`src/scs_pkg.sv`:
```
/*
  Shared constants and carrier types for the SAR conversion sequencer.
  Assumes a single 100 MHz clock domain.
*/
`default_nettype none
package scs_pkg;

  localparam int unsigned RES_BITS     = 20;
  localparam int unsigned MODE_BITS    = 16;
  // Mode register field positions
  localparam int unsigned MODE_REF2_PD = 0;
  localparam int unsigned MODE_OB_SEL  = 1;
  localparam int unsigned MODE_REF1_PD = 4;
  localparam logic [15:0] MODE_RST_VAL = 16'h0000;
  // Internal oscillator: one bit decision every BIT_TIME_NS
  localparam int unsigned CLK_PERIOD_NS = 10;
  localparam int unsigned BIT_TIME_NS   = 30;
  localparam int unsigned BIT_CYCLES    =
    (BIT_TIME_NS + CLK_PERIOD_NS - 1) / CLK_PERIOD_NS;
  localparam logic [19:0] RES_RST_VAL  = 20'h00000;
  localparam logic [19:0] SIGN_FLIP    = 20'h80000;

  typedef enum logic [1:0] {
    SCS_TRACK,
    SCS_CONVERT,
    SCS_LATCH
  } scs_phase_t;

  typedef struct packed {
    logic conv_busy;
    logic conv_done;
    logic analog_active;
    logic sample_switch_open;
  } scs_status_t;

  typedef struct packed {
    logic first_ref_buffer_enable;
    logic second_ref_buffer_enable;
  } scs_refctl_t;

endpackage
`default_nettype wire

```
`src/scs_sequencer.sv`:
```
/*
  SAR conversion sequencer for one converter channel: sampling, bit
  search, output coding, result holding and reference buffer control.
  Assumes the comparator answers within one bit period and that the mode
  register contents arrive from the serial interface on the same clock.
*/
`timescale 1ns/1ps
`default_nettype none
module scs_sequencer #(
  parameter int unsigned RES_W   = scs_pkg::RES_BITS,
  parameter int unsigned BIT_CYC = scs_pkg::BIT_CYCLES
) (
  input  wire logic                        mclk,
  input  wire logic                        sys_rst,
  input  wire logic                        conversion_start_pin,
  input  wire logic                        comparator_above,
  input  wire logic                        reference_buffer_input_zero,
  input  wire logic                        mode_write,
  input  wire logic [scs_pkg::MODE_BITS-1:0] mode_wdata,
  output logic [scs_pkg::MODE_BITS-1:0]    mode_rdata,
  output logic [RES_W-1:0]                 capacitive_trial_dac,
  output logic [RES_W-1:0]                 result_data,
  output var scs_pkg::scs_status_t         status,
  output var scs_pkg::scs_refctl_t         refctl
);

  // --------------------------------------------------------------
  // Timing overview
  // --------------------------------------------------------------
  // The start pin is asynchronous, so it passes two flip-flops and
  // an edge detector: conversion begins on the third clock edge
  // after the pin rises. Start edges seen while busy are dropped,
  // so the host cannot stretch or restart a running search.
  // Each bit takes BIT_CYC clocks from the local timer alone, so
  // the conversion length never depends on the host; whatever is
  // left of the sample period is track time.
  // One extra latch cycle codes the result and moves it into the
  // holding register, so a read during the next search still sees
  // the previous result.

  // --------------------------------------------------------------
  // State record
  // --------------------------------------------------------------
  typedef struct packed {
    logic [1:0]                  start_sync;
    logic                        start_prev;
    scs_pkg::scs_phase_t         phase;
    logic [RES_W-1:0]            trial;
    logic [RES_W-1:0]            weight;
    logic [7:0]                  tick;
    logic [scs_pkg::MODE_BITS-1:0] mode;
    logic [RES_W-1:0]            held;
    logic                        done;
  } scs_state_t;

  scs_state_t st_r;
  scs_state_t st_nxt;

  // Raw search result is straight binary with midscale at 0x80000.
  // Two's complement is that code with its top bit inverted; offset
  // binary is the raw code itself.
  function automatic logic [RES_W-1:0] scs_code(
    input logic [RES_W-1:0] raw,
    input logic             ob
  );
    scs_code = ob ? raw
                  : (raw ^ RES_W'(scs_pkg::SIGN_FLIP));
  endfunction

  // --------------------------------------------------------------
  // Next state
  // --------------------------------------------------------------
  always_comb begin
    logic [RES_W-1:0] decided;
    decided = st_r.trial;
    st_nxt = st_r;
    st_nxt.done = 1'b0;
    st_nxt.start_sync = {st_r.start_sync[0], conversion_start_pin};
    st_nxt.start_prev = st_r.start_sync[1];
    if (mode_write) begin
      st_nxt.mode = mode_wdata;
    end
    case (st_r.phase)
      scs_pkg::SCS_TRACK: begin
        if (st_r.start_sync[1] && !st_r.start_prev) begin
          st_nxt.phase  = scs_pkg::SCS_CONVERT;
          st_nxt.weight = {1'b1, {(RES_W-1){1'b0}}};
          st_nxt.trial  = {1'b1, {(RES_W-1){1'b0}}};
          st_nxt.tick   = 8'h00;
        end
      end
      scs_pkg::SCS_CONVERT: begin
        if (st_r.tick == 8'(BIT_CYC - 1)) begin
          st_nxt.tick = 8'h00;
          if (!comparator_above) begin
            decided = st_r.trial & ~st_r.weight;
          end
          st_nxt.weight = st_r.weight >> 1;
          st_nxt.trial  = decided | (st_r.weight >> 1);
          if (st_r.weight[0]) begin
            st_nxt.trial = decided;
            st_nxt.phase = scs_pkg::SCS_LATCH;
          end
        end else begin
          st_nxt.tick = st_r.tick + 8'h01;
        end
      end
      // Format is sampled here, so a mode write during the search
      // still applies to the result that is about to be held
      scs_pkg::SCS_LATCH: begin
        st_nxt.held  = scs_code(st_r.trial,
                                st_r.mode[scs_pkg::MODE_OB_SEL]);
        st_nxt.done  = 1'b1;
        st_nxt.phase = scs_pkg::SCS_TRACK;
      end
      default: begin
        st_nxt.phase = scs_pkg::SCS_TRACK;
      end
    endcase
  end

  // --------------------------------------------------------------
  // Registers
  // --------------------------------------------------------------
  always_ff @(posedge mclk or posedge sys_rst) begin
    if (sys_rst) begin
      st_r.start_sync <= 2'h0;
      st_r.start_prev <= 1'b0;
      st_r.phase      <= scs_pkg::SCS_TRACK;
      st_r.trial      <= RES_W'(0);
      st_r.weight     <= RES_W'(0);
      st_r.tick       <= 8'h00;
      st_r.mode       <= scs_pkg::MODE_RST_VAL;
      st_r.held       <= RES_W'(scs_pkg::RES_RST_VAL);
      st_r.done       <= 1'b0;
    end else begin
      st_r <= st_nxt;
    end
  end

  // --------------------------------------------------------------
  // Outputs
  // --------------------------------------------------------------
  assign mode_rdata           = st_r.mode;
  assign result_data          = st_r.held;
  assign capacitive_trial_dac = st_r.trial;
  // Comparator and trial DAC only draw power during the search
  always_comb begin
    status                    = '0;
    status.conv_busy          = (st_r.phase != scs_pkg::SCS_TRACK);
    status.conv_done          = st_r.done;
    status.analog_active      = (st_r.phase == scs_pkg::SCS_CONVERT);
    status.sample_switch_open = (st_r.phase != scs_pkg::SCS_TRACK);
  end

  // A zero reference input forces both buffers off whatever the
  // mode bits say, so an external reference is never fought
  always_comb begin
    refctl = '0;
    refctl.first_ref_buffer_enable =
      !st_r.mode[scs_pkg::MODE_REF1_PD]
      && !reference_buffer_input_zero;
    refctl.second_ref_buffer_enable =
      !st_r.mode[scs_pkg::MODE_REF2_PD]
      && !reference_buffer_input_zero;
  end

endmodule
`default_nettype wire

```
`config.mk`:
```
export PLATFORM = sky130hd
export DESIGN_NAME = scs_sequencer
export DESIGN_NICKNAME = d
export VERILOG_FILES = /design/src/scs_pkg.sv /design/src/scs_sequencer.sv
export SDC_FILE = /design/constraint.sdc
export NUM_CORES = 1
export LEC_CHECK = 0
export BUFFER_PORTS_ARGS = -buffer_cell sky130_fd_sc_hd__buf_2
export CAP_MARGIN = 20
export CORE_AREA = 2 2 95 97
export CTS_BUF_LIST = sky130_fd_sc_hd__clkbuf_16
export CTS_CLUSTER_SIZE = 30
export DETAILED_ROUTE_END_ITERATION = 8
export DIE_AREA = 0 0 97 99
export GPL_ROUTABILITY_DRIVEN = 0
export GPL_TIMING_DRIVEN = 0
export PLACE_DENSITY = 0.77
export SKIP_LAST_GASP = 1
export SLEW_MARGIN = 25
export SYNTH_ARGS = -nofsm -noshare
export SYNTH_HDL_FRONTEND = slang
export SYNTH_SLANG_ARGS = --single-unit
```
`constraint.sdc`:
```
create_clock -name mclk -period 7.6 [get_ports mclk]
set_clock_uncertainty 0.05 [all_clocks]
set_input_delay 1.52 -clock mclk [delete_from_list [all_inputs] [get_ports mclk]]
set_output_delay 1.52 -clock mclk [all_outputs]
set_load 0.01 [all_outputs]
```
**Word level (Yosys, flattened, before mapping)**

Cells that the tools add are included.

- Add/subtract/negate cells: 1
- Equality and inequality tests: 6
- Mux-type cells: 11
- Bitwise operators: 4
- Reduce and logical (&&, ||, !) cells: 13

Operators by type and width:

| kind | number |
|---|---|
| $pmux 48 s2 | 1 |
| $mux 20 | 4 |
| $mux 50 | 1 |
| $mux 42 | 1 |
| $mux 22 | 1 |
| $and 20x20->20 | 1 |
| $not 20->20 | 1 |
| $or 20x19->20 | 1 |
| $add 8x1->8 const B | 1 |
| $eq 8x2->1 const B | 1 |
| $mux 8 | 1 |
| $reduce_and 3->1 | 2 |
| $logic_not 1->1 | 4 |
| $ne 2x1->1 const B | 2 |
| $pmux 2 s2 | 1 |
| $reduce_bool 2->1 | 2 |
| $logic_and 1x1->1 | 3 |
| $eq 2x1->1 const B | 1 |
| $eq 2x2->1 const B | 1 |
| $logic_not 2->1 | 1 |
| $ne 2x2->1 const B | 1 |
| $reduce_and 2->1 | 1 |
| $mux 1 | 1 |
| $not 1->1 | 1 |

- Flip-flop bits (word level): 90
- Output and inout port bits: 62
- Word-level logic and storage cells: 44

**Logic depth before layout (Yosys ltp)**

- Word-level depth: 9
- Depth in mapped cells: 8
- Mapped depth without buffers: 6

**Worst setup path after synthesis**

Ideal clock, no wire load.

- Kind: input-to-output
- From: in reference_buffer_input_zero
- To: out refctl[0] in the netlist's numbering
- Data arrival time: 1,689 ps
- Data required time: 6,030 ps
- Path slack: 4,341 ps
- Stages on the path: 1
- Path buffers: 0
- Path through: nor2_1

- Longest elaborated chain between the ends: 2

RTL lines:

| what | line | text |
|---|---|---|
| from (decl) | scs_sequencer.sv:17 | `input wire logic reference_buffer_input_zero,` |
| $logic_not 1->1 | scs_sequencer.sv:165 | `&& !reference_buffer_input_zero;` |
| $logic_and 1x1->1 | scs_sequencer.sv:165 |  |
| to (decl) | scs_sequencer.sv:24 | `output var scs_pkg::scs_refctl_t refctl` |

Every way passes these cells.

==> flow_summary.toml <==
[status]
status = "complete, no violations"

[grt]
antenna_found_initial = 0
overflow = 0
grt_pass1_wl_um = 13800
grtUsageTotal = 0.175
grt_max_degree = 71
grt_pass1_vias = 2891

[setup_path]
endpoint_kind = "primary output"
cpMaxStageDelayCell = "buf_2"
reg2reg_slack_ps = 5460
timing.critical_path.from = "reference_buffer_input_zero"
critPathBufInv = 2
r2r_start = "st_r[37]$_DFFE_PP0P_"
crit_chain = "buf_2, nor2_1, buf_2"
cp_num_cells = 3
crit_path_max_incr_delay_ps = 130
reg2reg_depth = 7
endpoint = "refctl[0]"
cp_max_fo = 2
start_kind = "input pin"
cp_common_cell = "buf_2"
crit_type = "input pin to primary output"
crit_arrival_ps = 1850
cp.required_ps = 6030
reg2reg_to = "capacitive_trial_dac[7]$_DFFE_PP0P_"
crit_family = "buffers and inverters"

[detailed_routing]
dr.pass1.iters = 4
vias = 2907
drc = 0
totalWireLength_um = 7860
routedWlPerCell_um = 13.9
drt_iter0_drc = 120
viasPerCell = 5.13
ant_nets = 0

[clock_tree]
cts-root-buf = "clkbuf_16"
tritoncts = "built"
clock_latency_ps = 330
clock_path_buffers = 2
cts_sinks = 90
cts_setup_buffers = 0
cts_buffers = 9
ctsResizeCount = 0
cts_hold_buf = 0
htree_levels = 3
clk_pin_slew_worst_paths_ps = 60

[yosys]
synthCells = 362
synth_edf_count = 0
syn_nets = 386
ys_ff_latch = 90
yosys.cell_types.count = 37
synthArstFlopShare = 1.00
syn_area_per_cell_um2 = 11.5
yosysSeqAreaShare = 0.543
yosysWarnings = 0
synth_flop_cell = "dfrtp_1"
synth_area_um2 = 4150

[floorplan]
fp.coreArea_um2 = 8550
die-area_um2 = 9600
rows = 34
pin_count = 84
initial_utilization = 0.485
dieWidth_um = 97
die-height_um = 99

[cells_and_area]
final_core_util = 0.585
antennaDiodeCount = 0
nets = 480
synthToLayoutAreaGrowth_pct = 20.5
drive_gt1_frac = 0.447

[sta]
rsz0062_at_grt = "no"
whs_ps = 298
finalSetupViolCount = 0
final_max_slew_viol_count = 0
finalSetupTns_ps = 0
max_freq_mhz = 292
min_period_over_period = 0.450
hold_viol = 0
worstMarginPinSlew_ps = 594
slew_headroom = 0.601
min_period_ps = 3420
setup_slack_ps = 4180

[power]
seq_power_share = 0.452
finalPower_mw = 1.37
peakVddDrop_uv = 139
p_switching_uw = 406
switching_share = 0.297
static-leakage-power_nw = 2.56
comb_power_share = 0.243
power_frac_clock = 0.305
powerDensity_nw_per_um2 = 273
p_int_uw = 962

[hold_path]
hold_path.class = "register to register"
min_path_cells = 0
worstHoldStart = "st_nxt[89]$_DFF_PP0_"

[placed_design]
portBuffers = 82
dp_hpwl_um = 5630
place_ws_ps = 4170

[run]
maxCapViolCount = 0
synth_stat cells (2+ instances only):
cell type / count / area [µm²]
nand2_1: 44 / 165
o31ai_1: 20 / 150
a31oi_1: 3 / 18.8
xnor2_1: 4 / 35.0
ha_1: 2 / 25.0
buf_1: 2 / 7.51
mux2_2: 35 / 394
nand2b_1: 2 / 12.5
nand3_1: 3 / 15.0
clkbuf_1: 7 / 26.3
nor2_1: 10 / 37.5
dfrtp_1: 90 / 2250
a21oi_1: 21 / 105
buf_2: 5 / 25.0
buf_6: 3 / 33.8
a22o_1: 17 / 149
a21o_1: 2 / 15.0
buf_4: 59 / 443
inv_1: 8 / 30.0
o21ai_0: 6 / 30.0
a211oi_1: 3 / 22.5
power groups by stage:
stage	clock (mW)	combinational (mW)	sequential, mW
after floorplan	0	0.253	0.607
after global placement	0	0.327	0.622
after detailed placement	0	0.335	0.625
after CTS	0.425	0.338	0.617
after global routing	0.444	0.371	0.632
final	0.417	0.333	0.618
state kept, by name, indices dropped and copies added, names as in the netlist:
signal                flops
mode_rdata               16
capacitive_trial_dac     20
st_nxt                    2
st_r                     31
result_data              20
status                    1
metrics by stage:
stage / instance area [µm²] / instances
after global placement: 4690 / 552
after global routing: 5000 / 567
after floorplan: 4150 / 362
final: 5000 / 567
after CTS: 5000 / 567
after detailed placement: 4730 / 553
worst min path at each step:
stage and end:
2_1_floorplan st_nxt[87]$_DFF_PP0_, 3_3_place_gp st_nxt[87]$_DFF_PP0_, 3_5_place_dp st_nxt[87]$_DFF_PP0_, 4_1_cts st_nxt[87]$_DFF_PP0_, 5_1_grt st_nxt[87]$_DFF_PP0_, 6_report st_nxt[87]$_DFF_PP0_
cell families after synthesis:
kind of cell | share of synthesized area
AOI/OAI and AO/OA | 0.132
xor gates and xnor gates | 0.0106
adders and majority gates | 0.00603
buffers and inverters | 0.137
DFF | 0.543
muxes | 0.0950
and+or+nand+nor | 0.0757
worst reg2reg max path: stages (launching register included):
cell and delay, ps:
dfrtp_1 420, inv_1 70, ha_1 130, or4b_4 510, nor4_4 550, buf_6 230
nand2_1 60, nand2_1 70
layout by cell type (no fill, tap or decap), drive strengths merged, types with 4 or more instances in the layout:
master    n
mux2     35
buf     152
o31ai    20
a21oi    21
o21ai     7
inv      10
xnor2     4
nor2     10
dfrtp    90
nand2    44
clkbuf   16
a22o     17
layout make-up:
cell class | instances | area [µm²]
Tap cell | 108 | 135
Multi-Input combinational cell | 187 | 1330
Inverter | 9 | 38.8
Sequential cell | 90 | 2250
Clock inverter | 5 | 48.8
Buffer | 76 | 536
Timing Repair Buffer | 83 | 438
Clock buffer | 9 | 225
Fill cell | 719 | 3550
per-layer routing:
metal / track usage / vias up / part of all wire
li1: - / 1383 / -
met4: 0.0639 / 0 / 0.013
met5: 0 / - / 0
met3: 0.0355 / 9 / 0.055
met1: 0.234 / 1427 / 0.45
met2: 0.285 / 88 / 0.48
No activity file was read; power rests on OpenSTA's default activity.
